<file path="config.mk">
export PLATFORM = sky130hd
export DESIGN_NAME = fpl_top
export DESIGN_NICKNAME = d
export VERILOG_FILES = /design/src/rtl/fpl_pkg.sv /design/src/rtl/fpl_evt_if.sv /design/src/rtl/fpl_stretch.sv /design/src/rtl/fpl_top.sv
export SDC_FILE = /design/constraint.sdc
export NUM_CORES = 1
export LEC_CHECK = 0
export BUFFER_PORTS_ARGS = -buffer_cell sky130_fd_sc_hd__buf_2
export CELL_PAD_IN_SITES_DETAIL_PLACEMENT = 1
export CELL_PAD_IN_SITES_GLOBAL_PLACEMENT = 1
export CORE_ASPECT_RATIO = 0.9
export CORE_MARGIN = 4
export CORE_UTILIZATION = 35
export CTS_CLUSTER_DIAMETER = 150
export CTS_CLUSTER_SIZE = 30
export DETAILED_ROUTE_END_ITERATION = 6
export PLACE_DENSITY = 0.71
export RECOVER_POWER = 50
export SYNTH_ARGS = -nofsm -noshare
export SYNTH_HDL_FRONTEND = slang
export SYNTH_HIERARCHICAL = 1
export SYNTH_SLANG_ARGS = --single-unit
</file>
<file path="constraint.sdc">
create_clock -name ref_clk -period 2.28 [get_ports ref_clk]
set_clock_uncertainty 0.1 [all_clocks]
set_input_delay 0.456 -clock ref_clk [delete_from_list [all_inputs] [get_ports ref_clk]]
set_output_delay 0.456 -clock ref_clk [all_outputs]
set_load 0.005 [all_outputs]
</file>
<file path="src/rtl/fpl_pkg.sv">
// Shared constants and types for the front-panel LED indicator block
package fpl_pkg;

  // Clock rate and time base
  localparam int unsigned CLK_FREQ_MHZ   = 250;
  localparam int unsigned KHZ_PER_MHZ    = 1000;
  localparam int unsigned CLK_PER_MS     = CLK_FREQ_MHZ * KHZ_PER_MHZ;
  localparam int unsigned MS_PER_S       = 1000;

  // Status blink rates, in hertz, and their half periods in milliseconds
  localparam int unsigned STATUS_SLOW_HZ = 1;
  localparam int unsigned STATUS_FAST_HZ = 5;
  localparam int unsigned SLOW_HALF_MS   = MS_PER_S / (2 * STATUS_SLOW_HZ);
  localparam int unsigned FAST_HALF_MS   = MS_PER_S / (2 * STATUS_FAST_HZ);

  // Port-status button display time, in seconds and milliseconds
  localparam int unsigned BUTTON_SHOW_S  = 5;
  localparam int unsigned BUTTON_SHOW_MS = BUTTON_SHOW_S * MS_PER_S;

  // Visible length of one stretched traffic or collision flash, in milliseconds
  localparam int unsigned STRETCH_MS     = 50;

  // Default port count
  localparam int unsigned NUM_PORTS_DEF  = 8;

  // Width of millisecond counters (holds the button display time)
  localparam int unsigned MS_CNT_W       = 13;

  // Status indicator modes, one-hot
  typedef enum logic [3:0] {
    FPL_ST_RED   = 4'h1,
    FPL_ST_SOLID = 4'h2,
    FPL_ST_SLOW  = 4'h4,
    FPL_ST_FAST  = 4'h8
  } fpl_status_e;

endpackage : fpl_pkg

</file>
<file path="src/rtl/fpl_evt_if.sv">
// Carrier between the top and the event stretcher: events in, visible flashes out
`timescale 1ns/1ps
interface fpl_evt_if #(
  parameter int unsigned N = 8
);
  logic         tick;
  logic [N-1:0] act_evt;
  logic [N-1:0] col_evt;
  logic [N-1:0] act_vis;
  logic [N-1:0] col_vis;

  // Event source side
  modport src (
    output tick,
    output act_evt,
    output col_evt,
    input  act_vis,
    input  col_vis
  );

  // Stretcher side
  modport stretch (
    input  tick,
    input  act_evt,
    input  col_evt,
    output act_vis,
    output col_vis
  );
endinterface : fpl_evt_if

</file>
<file path="src/rtl/fpl_stretch.sv">
// Stretches short per-port traffic and collision events into visible flashes
`timescale 1ns/1ps
module fpl_stretch
  import fpl_pkg::*;
#(
  parameter int unsigned N         = NUM_PORTS_DEF,
  parameter int unsigned STRETCH_P = STRETCH_MS
) (
  // Clock and reset
  input wire logic    ref_clk,
  input wire logic    rst_n,
  // Events and flashes
  fpl_evt_if.stretch  bus
);

  localparam logic [MS_CNT_W-1:0] ON_LEN  = MS_CNT_W'(STRETCH_P);
  localparam logic [MS_CNT_W-1:0] CYC_LEN = MS_CNT_W'(2 * STRETCH_P);
  localparam logic [MS_CNT_W-1:0] ZERO    = {MS_CNT_W{1'b0}};
  localparam logic [MS_CNT_W-1:0] ONE     = {{(MS_CNT_W-1){1'b0}}, 1'b1};

  genvar gi;
  generate
    for (gi = 0; gi < 2 * N; gi++) begin : g_ch
      logic                evt;
      logic                pend_q;
      logic [MS_CNT_W-1:0] cnt_q;
      logic                start;

      // Channel gi < N is activity, the rest collision
      assign evt   = (gi < N) ? bus.act_evt[gi % N] : bus.col_evt[gi % N];
      assign start = (cnt_q == ZERO) && (pend_q || evt);

      // An event that starts an idle cycle is used at once; one seen during a cycle waits,
      // and a new event still wins over the start that consumes the pending one
      always_ff @(posedge ref_clk or negedge rst_n) begin
        if (!rst_n) begin
          pend_q <= 1'b0;
        end else begin
          pend_q <= (evt && !(start && !pend_q)) || (pend_q && !start);
        end
      end

      // One flash is ON_LEN lit, then ON_LEN dark, so steady traffic still blinks
      always_ff @(posedge ref_clk or negedge rst_n) begin
        if (!rst_n) begin
          cnt_q <= ZERO;
        end else if (start) begin
          cnt_q <= CYC_LEN;
        end else if (bus.tick && cnt_q != ZERO) begin
          cnt_q <= cnt_q - ONE;
        end
      end

      if (gi < N) begin : g_act
        assign bus.act_vis[gi] = (cnt_q > ON_LEN);
      end else begin : g_col
        assign bus.col_vis[gi - N] = (cnt_q > ON_LEN);
      end

      a_flash_starts: assert property (@(posedge ref_clk) disable iff (!rst_n)
        start |=> (cnt_q == CYC_LEN) ##1 (cnt_q > ON_LEN))
        else $error("stretched flash did not start");
    end
  endgenerate

endmodule : fpl_stretch

</file>
<file path="src/rtl/fpl_top.sv">
// Front-panel indicator logic: port, status, temperature and backup-supply LEDs
`timescale 1ns/1ps
module fpl_top
  import fpl_pkg::*;
#(
  parameter int unsigned NUM_PORTS  = NUM_PORTS_DEF,
  parameter int unsigned TICK_CYC   = CLK_PER_MS,
  parameter int unsigned SLOW_HALF  = SLOW_HALF_MS,
  parameter int unsigned FAST_HALF  = FAST_HALF_MS,
  parameter int unsigned SHOW_MS    = BUTTON_SHOW_MS,
  parameter int unsigned STRETCH_P  = STRETCH_MS
) (
  // Clock and reset
  input  wire logic                 ref_clk,
  input  wire logic                 rst_n,
  // Per-port conditions from the switch core
  input  wire logic [NUM_PORTS-1:0] port_enable,
  input  wire logic [NUM_PORTS-1:0] port_hw_fault,
  input  wire logic [NUM_PORTS-1:0] port_present,
  input  wire logic [NUM_PORTS-1:0] port_link,
  input  wire logic [NUM_PORTS-1:0] port_activity,
  input  wire logic [NUM_PORTS-1:0] port_collision,
  input  wire logic [NUM_PORTS-1:0] port_full_duplex,
  input  wire logic [NUM_PORTS-1:0] port_speed_100,
  // System health
  input  wire logic                 boot_done,
  input  wire logic                 sys_resetting,
  input  wire logic                 sys_error,
  input  wire logic                 sw_updating,
  input  wire logic                 recovery_mode,
  input  wire logic                 maint_mode,
  // Temperature and supplies
  input  wire logic                 temp_above_normal,
  input  wire logic                 temp_too_high,
  input  wire logic                 backup_supply_present,
  input  wire logic                 main_supply_failed,
  // Front-panel button pin
  input  wire logic                 port_status_btn_n,
  // Port LEDs
  output logic      [NUM_PORTS-1:0] port_led_green_q,
  output logic      [NUM_PORTS-1:0] port_led_orange_q,
  // Status LED
  output logic                      status_led_green_q,
  output logic                      status_led_red_q,
  // Temperature LED and shutdown request
  output logic                      temp_led_green_q,
  output logic                      temp_led_orange_q,
  output logic                      temp_led_red_q,
  output logic                      shutdown_q,
  // Backup-supply LED
  output logic                      backup_supply_led_green_q,
  output logic                      backup_supply_led_orange_q
);

  localparam int unsigned           TICK_W = $clog2(TICK_CYC + 1);
  localparam logic [TICK_W-1:0]     TICK_LAST = TICK_W'(TICK_CYC - 1);
  localparam logic [TICK_W-1:0]     TICK_ONE  = {{(TICK_W-1){1'b0}}, 1'b1};
  localparam logic [MS_CNT_W-1:0]   MS_ZERO   = {MS_CNT_W{1'b0}};
  localparam logic [MS_CNT_W-1:0]   MS_ONE    = {{(MS_CNT_W-1){1'b0}}, 1'b1};
  localparam logic [MS_CNT_W-1:0]   SLOW_LAST = MS_CNT_W'(SLOW_HALF - 1);
  localparam logic [MS_CNT_W-1:0]   FAST_LAST = MS_CNT_W'(FAST_HALF - 1);
  localparam logic [MS_CNT_W-1:0]   SHOW_LEN  = MS_CNT_W'(SHOW_MS);
  localparam logic [NUM_PORTS-1:0]  P_ZERO    = {NUM_PORTS{1'b0}};

  logic [TICK_W-1:0]   tick_cnt_q;
  logic                tick_q;
  logic                btn_meta_q;
  logic                btn_sync_q;
  logic                btn_prev_q;
  logic                btn_press;
  logic [MS_CNT_W-1:0] show_cnt_q;
  logic                show_q;
  logic [MS_CNT_W-1:0] slow_cnt_q;
  logic [MS_CNT_W-1:0] fast_cnt_q;
  logic                slow_ph_q;
  logic                fast_ph_q;
  fpl_status_e         st_q;
  fpl_status_e         st_d;
  logic                st_red_cond;
  logic                st_slow_cond;
  logic                st_green_d;
  logic [NUM_PORTS-1:0] dead;
  logic [NUM_PORTS-1:0] mgmt_off;
  logic [NUM_PORTS-1:0] coll_show;
  logic [NUM_PORTS-1:0] green_d;
  logic [NUM_PORTS-1:0] orange_d;

  fpl_evt_if #(.N(NUM_PORTS)) evt_bus ();

  // Millisecond enable from the system clock
  always_ff @(posedge ref_clk or negedge rst_n) begin
    if (!rst_n) begin
      tick_cnt_q <= {TICK_W{1'b0}};
      tick_q     <= 1'b0;
    end else begin
      tick_q     <= (tick_cnt_q == TICK_LAST);
      tick_cnt_q <= (tick_cnt_q == TICK_LAST) ? {TICK_W{1'b0}} : tick_cnt_q + TICK_ONE;
    end
  end

  // Button pin synchroniser and press edge (pin is low while pressed)
  always_ff @(posedge ref_clk or negedge rst_n) begin
    if (!rst_n) begin
      btn_meta_q <= 1'b1;
      btn_sync_q <= 1'b1;
      btn_prev_q <= 1'b1;
    end else begin
      btn_meta_q <= port_status_btn_n;
      btn_sync_q <= btn_meta_q;
      btn_prev_q <= btn_sync_q;
    end
  end

  assign btn_press = btn_prev_q && !btn_sync_q;

  // Speed and duplex display window; a new press restarts it
  always_ff @(posedge ref_clk or negedge rst_n) begin
    if (!rst_n) begin
      show_cnt_q <= MS_ZERO;
    end else if (btn_press) begin
      show_cnt_q <= SHOW_LEN;
    end else if (tick_q && show_cnt_q != MS_ZERO) begin
      show_cnt_q <= show_cnt_q - MS_ONE;
    end
  end

  assign show_q = (show_cnt_q != MS_ZERO);

  // Status blink phases at the slow and fast rates
  always_ff @(posedge ref_clk or negedge rst_n) begin
    if (!rst_n) begin
      slow_cnt_q <= MS_ZERO;
      fast_cnt_q <= MS_ZERO;
      slow_ph_q  <= 1'b1;
      fast_ph_q  <= 1'b1;
    end else if (tick_q) begin
      slow_cnt_q <= (slow_cnt_q == SLOW_LAST) ? MS_ZERO : slow_cnt_q + MS_ONE;
      fast_cnt_q <= (fast_cnt_q == FAST_LAST) ? MS_ZERO : fast_cnt_q + MS_ONE;
      slow_ph_q  <= slow_ph_q ^ (slow_cnt_q == SLOW_LAST);
      fast_ph_q  <= fast_ph_q ^ (fast_cnt_q == FAST_LAST);
    end
  end

  // Status mode selection: red outranks blinking, maintenance outranks update
  assign st_red_cond  = !boot_done || sys_resetting || sys_error;
  assign st_slow_cond = sw_updating || recovery_mode;

  always_comb begin
    if (st_red_cond) begin
      st_d = FPL_ST_RED;
    end else if (maint_mode) begin
      st_d = FPL_ST_FAST;
    end else if (st_slow_cond) begin
      st_d = FPL_ST_SLOW;
    end else begin
      st_d = FPL_ST_SOLID;
    end
  end

  // Green drive for the status mode now held
  always_comb begin
    unique case (st_q)
      FPL_ST_RED:   st_green_d = 1'b0;
      FPL_ST_SOLID: st_green_d = 1'b1;
      FPL_ST_SLOW:  st_green_d = slow_ph_q;
      FPL_ST_FAST:  st_green_d = fast_ph_q;
      default:      st_green_d = 1'b0;
    endcase
  end

  // Status mode register and status LED
  always_ff @(posedge ref_clk or negedge rst_n) begin
    if (!rst_n) begin
      st_q               <= FPL_ST_RED;
      status_led_red_q   <= 1'b1;
      status_led_green_q <= 1'b0;
    end else begin
      st_q               <= st_d;
      status_led_red_q   <= (st_q == FPL_ST_RED);
      status_led_green_q <= st_green_d;
    end
  end

  // Events into the stretcher
  assign evt_bus.tick    = tick_q;
  assign evt_bus.act_evt = port_activity;
  assign evt_bus.col_evt = port_collision & port_link & ~port_full_duplex;

  fpl_stretch #(
    .N         (NUM_PORTS),
    .STRETCH_P (STRETCH_P)
  ) u_stretch (
    .ref_clk (ref_clk),
    .rst_n   (rst_n),
    .bus     (evt_bus.stretch)
  );

  // Port classification, fault first, then disable, collision, activity, link
  assign dead      = port_hw_fault | ~port_present;
  assign mgmt_off  = ~dead & ~port_enable;
  assign coll_show = ~dead & port_enable & port_link & ~port_full_duplex & evt_bus.col_vis;

  genvar pi;
  generate
    for (pi = 0; pi < NUM_PORTS; pi++) begin : g_port
      logic green_sel;
      logic orange_sel;

      // Each port owns its own pair of drive bits, so no two processes write one variable
      always_comb begin
        if (show_q) begin
          green_sel  = port_speed_100[pi];
          orange_sel = port_full_duplex[pi];
        end else if (dead[pi]) begin
          green_sel  = 1'b1;
          orange_sel = 1'b1;
        end else if (mgmt_off[pi]) begin
          green_sel  = 1'b0;
          orange_sel = 1'b1;
        end else if (coll_show[pi] || (port_collision[pi] && port_link[pi] && !port_full_duplex[pi])) begin
          green_sel  = ~evt_bus.col_vis[pi];
          orange_sel = evt_bus.col_vis[pi]; // Orange is dark at rest, so it lights to blink
        end else if (port_link[pi]) begin
          green_sel  = ~evt_bus.act_vis[pi];
          orange_sel = 1'b0;
        end else begin
          green_sel  = 1'b0;
          orange_sel = 1'b0;
        end
      end

      assign green_d[pi]  = green_sel;
      assign orange_d[pi] = orange_sel;
    end
  endgenerate

  // Port LED registers
  always_ff @(posedge ref_clk or negedge rst_n) begin
    if (!rst_n) begin
      port_led_green_q  <= P_ZERO;
      port_led_orange_q <= P_ZERO;
    end else begin
      port_led_green_q  <= green_d;
      port_led_orange_q <= orange_d;
    end
  end

  // Temperature LED; shutdown request holds until reset
  always_ff @(posedge ref_clk or negedge rst_n) begin
    if (!rst_n) begin
      temp_led_green_q  <= 1'b0;
      temp_led_orange_q <= 1'b0;
      temp_led_red_q    <= 1'b0;
      shutdown_q        <= 1'b0;
    end else begin
      temp_led_red_q    <= temp_too_high;
      temp_led_orange_q <= !temp_too_high && temp_above_normal;
      temp_led_green_q  <= !temp_too_high && !temp_above_normal;
      shutdown_q        <= shutdown_q || temp_too_high;
    end
  end

  // Backup-supply LED
  always_ff @(posedge ref_clk or negedge rst_n) begin
    if (!rst_n) begin
      backup_supply_led_green_q  <= 1'b0;
      backup_supply_led_orange_q <= 1'b0;
    end else begin
      backup_supply_led_orange_q <= backup_supply_present && main_supply_failed;
      backup_supply_led_green_q  <= backup_supply_present && !main_supply_failed;
    end
  end

  a_status_red_boot: assert property (@(posedge ref_clk) disable iff (!rst_n)
    (!boot_done ##1 !boot_done) |=> status_led_red_q && !status_led_green_q)
    else $error("status not red during start-up");

  a_port_dark_nolink: assert property (@(posedge ref_clk) disable iff (!rst_n)
    !show_q |=> ((port_led_green_q | port_led_orange_q)
                 & $past(~port_link & port_enable & ~dead)) == P_ZERO)
    else $error("unlinked enabled port not dark");

  a_mgmt_off_orange: assert property (@(posedge ref_clk) disable iff (!rst_n)
    !show_q |=> ((port_led_orange_q & $past(mgmt_off)) == $past(mgmt_off))
                && ((port_led_green_q & $past(mgmt_off)) == P_ZERO))
    else $error("disabled port not solid orange");

  a_fault_both_on: assert property (@(posedge ref_clk) disable iff (!rst_n)
    !show_q |=> ((port_led_green_q & port_led_orange_q & $past(dead)) == $past(dead)))
    else $error("faulted port not both solid");

  a_status_solid_green: assert property (@(posedge ref_clk) disable iff (!rst_n)
    (st_d == FPL_ST_SOLID)[*2] |=> status_led_green_q && !status_led_red_q)
    else $error("normal status not solid green");

  a_slow_blink_tick: assert property (@(posedge ref_clk) disable iff (!rst_n)
    ($past(st_q, 2) == FPL_ST_SLOW && $past(st_q) == FPL_ST_SLOW && $changed(status_led_green_q))
      |-> $past(slow_cnt_q, 2) == SLOW_LAST)
    else $error("slow blink toggled off its period");

  a_fast_blink_tick: assert property (@(posedge ref_clk) disable iff (!rst_n)
    ($past(st_q, 2) == FPL_ST_FAST && $past(st_q) == FPL_ST_FAST && $changed(status_led_green_q))
      |-> $past(fast_cnt_q, 2) == FAST_LAST)
    else $error("fast blink toggled off its period");

  a_error_red: assert property (@(posedge ref_clk) disable iff (!rst_n)
    sys_error |=> ##1 status_led_red_q)
    else $error("error did not light status red");

  a_temp_shutdown: assert property (@(posedge ref_clk) disable iff (!rst_n)
    temp_too_high |=> temp_led_red_q && shutdown_q && !temp_led_green_q)
    else $error("overheat not red with shutdown");

  a_backup_takeover: assert property (@(posedge ref_clk) disable iff (!rst_n)
    (backup_supply_present && main_supply_failed) |=> backup_supply_led_orange_q && !backup_supply_led_green_q)
    else $error("backup takeover not orange");

  a_button_window: assert property (@(posedge ref_clk) disable iff (!rst_n)
    btn_press |=> (show_cnt_q == SHOW_LEN) ##1 ((port_led_green_q == $past(port_speed_100))
                                              && (port_led_orange_q == $past(port_full_duplex))))
    else $error("button did not open speed display");

endmodule : fpl_top

</file>
==> results.py <==
metrics = {
    "cts": {
        "cts.sinks": 315,
        "clk_pin_slew_ps": 120,
        "cts_tree": "built",
        "htree_num_levels": 1,
        "cts_buffer_depth": 3,
        "numCtsBuffers": 14,
        "worstSkewPairLatency_ps": 530,
        "root_buffer": "clkbuf_16",
    },
    "floorplan": {
        "die-width_microns": 236,
        "die_area_sq_um": 50200,
        "coreArea_sq_um": 45700,
        "start_util_pct": 35.7,
        "rows": 74,
        "die_h_microns": 213,
        "pin_count": 101,
    },
    "synth": {
        "synth-seq-area-share_pct": 48.3,
        "synth_mux_area_share_pct": 2.30,
        "synthFlopType": "dfrtp_1",
        "syn-instance-count": 1636,
        "post_synth_and_or_nand_nor_area_fraction_pct": 24.2,
        "synth-compound-area-share_pct": 10.6,
        "synth_top_family_by_area": "simple AND/OR/NAND/NOR gates",
        "synthAdderAreaFrac_pct": 5.04,
        "synth_xor_area_share_pct": 6.97,
        "syn_avg_cell_area_sq_um": 9.98,
        "yosysWarnings": 6,
        "syn_nets": 1766,
        "ys_ff_latch": 315,
        "synth_area_leader_cell": "dfrtp_1",
        "synth_top_area_share_pct": 47.2,
        "synth-edff-count": 0,
        "synthArstFlopShare_pct": 100,
        "ys_types": 77,
        "synth_area_leaders": "dfrtp_1 (47%), ha_1 (4.1%), xnor2_1 (3.5%)",
        "syn_area_sq_um": 16300,
    },
    "placement": {
        "place.gp.congestion": 0.795,
        "placed_cells": 2407,
        "port_buffers": 100,
        "hpwl_mm": 29.2,
    },
    "drt": {
        "wl_mm": 39.9,
        "drtAntennaViolNets": 0,
        "viasPerCell": 5.38,
        "num_vias": 13100,
        "dr_wl_met2_mm": 19.0,
        "wl_per_cell_microns": 16.3,
        "met3_length_microns": 692,
        "dr.pass1.iters": 4,
        "drt-met1-wl_mm": 19.6,
        "post-route-drc-count": 0,
        "drt_iter0_markers": 632,
        "top_layer_used": "met4",
    },
    "pwr": {
        "ir_worst_vdd_uv": 367,
        "power_density_nw_per_um2": 479,
        "leakage_nw": 8.55,
    },
    "worst_hold_path": {
        "worstHoldPathType": "in -> reg",
        "holdPathStages": 3,
    },
    "final_layout": {
        "drive_gt1_share_pct": 16.4,
        "final_cells": 2444,
        "final_nets": 1961,
        "diodes": 0,
        "post-route-util_pct": 41.3,
        "area_growth_pct": 15.8,
    },
    "global_route": {
        "grt_pass1_vias": 13800,
        "antenna_found_initial": 0,
        "grt-ovfl-total": 0,
        "grt_pass1_wl_mm": 68.4,
        "grt_max_degree": 54,
        "track_usage_pct": 15.7,
    },
    "critical_path": {
        "path_class": "reg -> reg",
        "ff2ff_path_depth": 6,
        "cp_slowest_cell": "or4b_4",
        "worst_setup_path_start_kind": "flop",
        "slowest_delay_ps": 450,
        "cp.arrival_ps": 2570,
        "critPathMaxFanout": 5,
        "cp-end-kind": "flop",
        "path_cells": "inv_2 > ha_4 > or4b_4 > or3_4 > mux2_4 > a22o_1",
        "crit_required_ps": 2610,
    },
    "sta": {
        "slew_headroom_pct": 14.1,
        "setup_violations": 0,
        "min_period_ps": 2240,
        "report.final.slew_viol_count": 0,
        "rsz0062_at_grt": "true",
        "fin_crit_sh_pct": 98.5,
        "max_freq_mhz": 445,
        "whs_ps": 29.8,
        "worst_slew_pin_slew_ps": 1290,
        "hold_viol": 0,
    },
    "run": {
        "cap_violations": 0,
    },
    "run_status": {
        "outcome": "completed",
    },
}
## critical path, delay by kind of cell (launching register included)
family,cells,cell delay [ps]
AO/OA/AOI/OAI,1,200
adder cells (fa/ha/maj),1,120
buffers and inverters,1,90
flip-flops,1,420
multiplexers,1,320
AND/OR/NAND/NOR,2,890
## metrics by stage
stage | power, mW | instance area [sq um] | setup TNS [ps] | setup WS [ps]
finish | 9.07 | 18900 | 0 | 35.3
global placement | 6.10 | 18300 | 0 | 13.6
global route | 9.51 | 18900 | -266 | -43.9
CTS | 9.28 | 18800 | 0 | 0.694
detailed placement | 6.12 | 18300 | -349 | -102
floorplan | 5.83 | 16300 | 0 | 10.5
## worst paths after layout
kind	slack, ps	end	start
min in group asynchronous	650	show_cnt_q[1]	rst_n
worst min-delay path	30	port_led_green_q[3]	port_speed_100[3]
worst min register to register	280	btn_sync_q	btn_meta_q
worst max register to register	40	u_stretch/g_ch[13].cnt_q[0]	u_stretch/g_ch[13].cnt_q[0]
max in group asynchronous	300	slow_cnt_q[4]	rst_n
worst max-delay path	40	u_stretch/g_ch[13].cnt_q[0]	u_stretch/g_ch[13].cnt_q[0]
## kinds of logic (layout without fill, tap and decap cells)
logic type,count (synthesis),after routing
AOI/OAI and AO/OA,253,253
xor gates and xnor gates,130,130
adders and majority gates,69,69
buffers and inverters,108,308
DFF,315,315
muxes,35,35
and+or+nand+nor,726,726
## synthesized netlist by cell type, types with 5 or more instances
library cell,instances
xnor2_1,66
and2_1,13
a21o_1,9
o211ai_1,6
and3_1,23
clkbuf_1,28
xor2_1,64
dfrtp_1,308
ha_1,53
nand3b_1,8
o21ai_1,7
a311oi_1,12
a22o_1,8
nor2_1,125
or3b_2,5
and4_1,13
nor4_1,61
nand2_1,138
o21ba_2,5
o21ai_0,69
nand4_1,35
o31ai_1,18
a311o_1,6
a211oi_1,9
dfstp_2,7
maj3_1,16
nand3_1,69
or2_2,14
nor2b_1,14
a21oi_1,44
mux2i_1,18
or4_1,23
nor3_1,76
inv_1,73
a31oi_1,5
or3_1,26
nor4b_1,19
o311ai_0,9
nand4b_1,14
mux2_2,16
nand2b_1,16
o41ai_1,6
nor3b_1,12
o2bb2ai_1,11
## cells in the final DEF, fill, tap and decap left out, drive strengths merged, types with 9 or more instances in the layout
| master | count |
|---|---|
| dfrtp | 308 |
| buf | 195 |
| nand2 | 138 |
| nor2 | 125 |
| nor3 | 76 |
| o21ai | 76 |
| inv | 74 |
| nand3 | 69 |
| xnor2 | 66 |
| xor2 | 64 |
| nor4 | 61 |
| ha | 53 |
| a21oi | 44 |
| nand4 | 35 |
| clkbuf | 30 |
| or3 | 27 |
| and3 | 24 |
| or4 | 23 |
| nor4b | 20 |
| o31ai | 18 |
| mux2i | 18 |
| mux2 | 17 |
| and2 | 17 |
| nand2b | 16 |
| maj3 | 16 |
| or2 | 16 |
| nand4b | 14 |
| nor2b | 14 |
| and4 | 13 |
| a311oi | 12 |
| nor3b | 12 |
| o2bb2ai | 11 |
| o311ai | 10 |
| a211oi | 9 |
| a21o | 9 |
| dlygate4sd3 | 9 |
## report_power, final
group,total (mW),switching (mW),internal (mW)
sequential,5.65,0.0237,5.62
combinational,0.349,0.226,0.123
clock,3.07,1.82,1.25
total,9.07,2.07,6.99
## routing by layer
| metal | vias to the layer above | GRT usage, % |
|---|---|---|
| li1 | 6350 | - |
| met1 | 6648 | 22.2 |
| met2 | 110 | 27.1 |
| met3 | 32 | 1.28 |
| met4 | 0 | 2.67 |
| met5 | - | 0 |
## state kept, by name, summed over array words and instances, names as in the netlist, 4 cells and up
name	count
u_stretch/g_ch.cnt_q	208
tick_cnt_q	18
u_stretch/g_ch.pend_q	16
fast_cnt_q	13
show_cnt_q	13
slow_cnt_q	13
port_led_green_q	8
port_led_orange_q	8
st_q	4
## cell type report
type,instances,area (sq um)
Fill cell,5256,26800
Multi-Input combinational cell,1213,8160
Sequential cell,315,7900
Timing Repair Buffer,214,1410
Tap cell,608,761
Clock buffer,20,394
Inverter,73,274
Clock inverter,1,16.3
## repair_timing
action | CTS | global route
setup buffers | 1 | 6
pin swaps | 1 | 4
hold buffers | 9 | 0
endpoints found under the setup margin | 6 | 33
endpoints found under the hold margin | 44 | 0
gates resized for setup | 7 | 25
No activity file was read; power rests on OpenSTA's default activity.
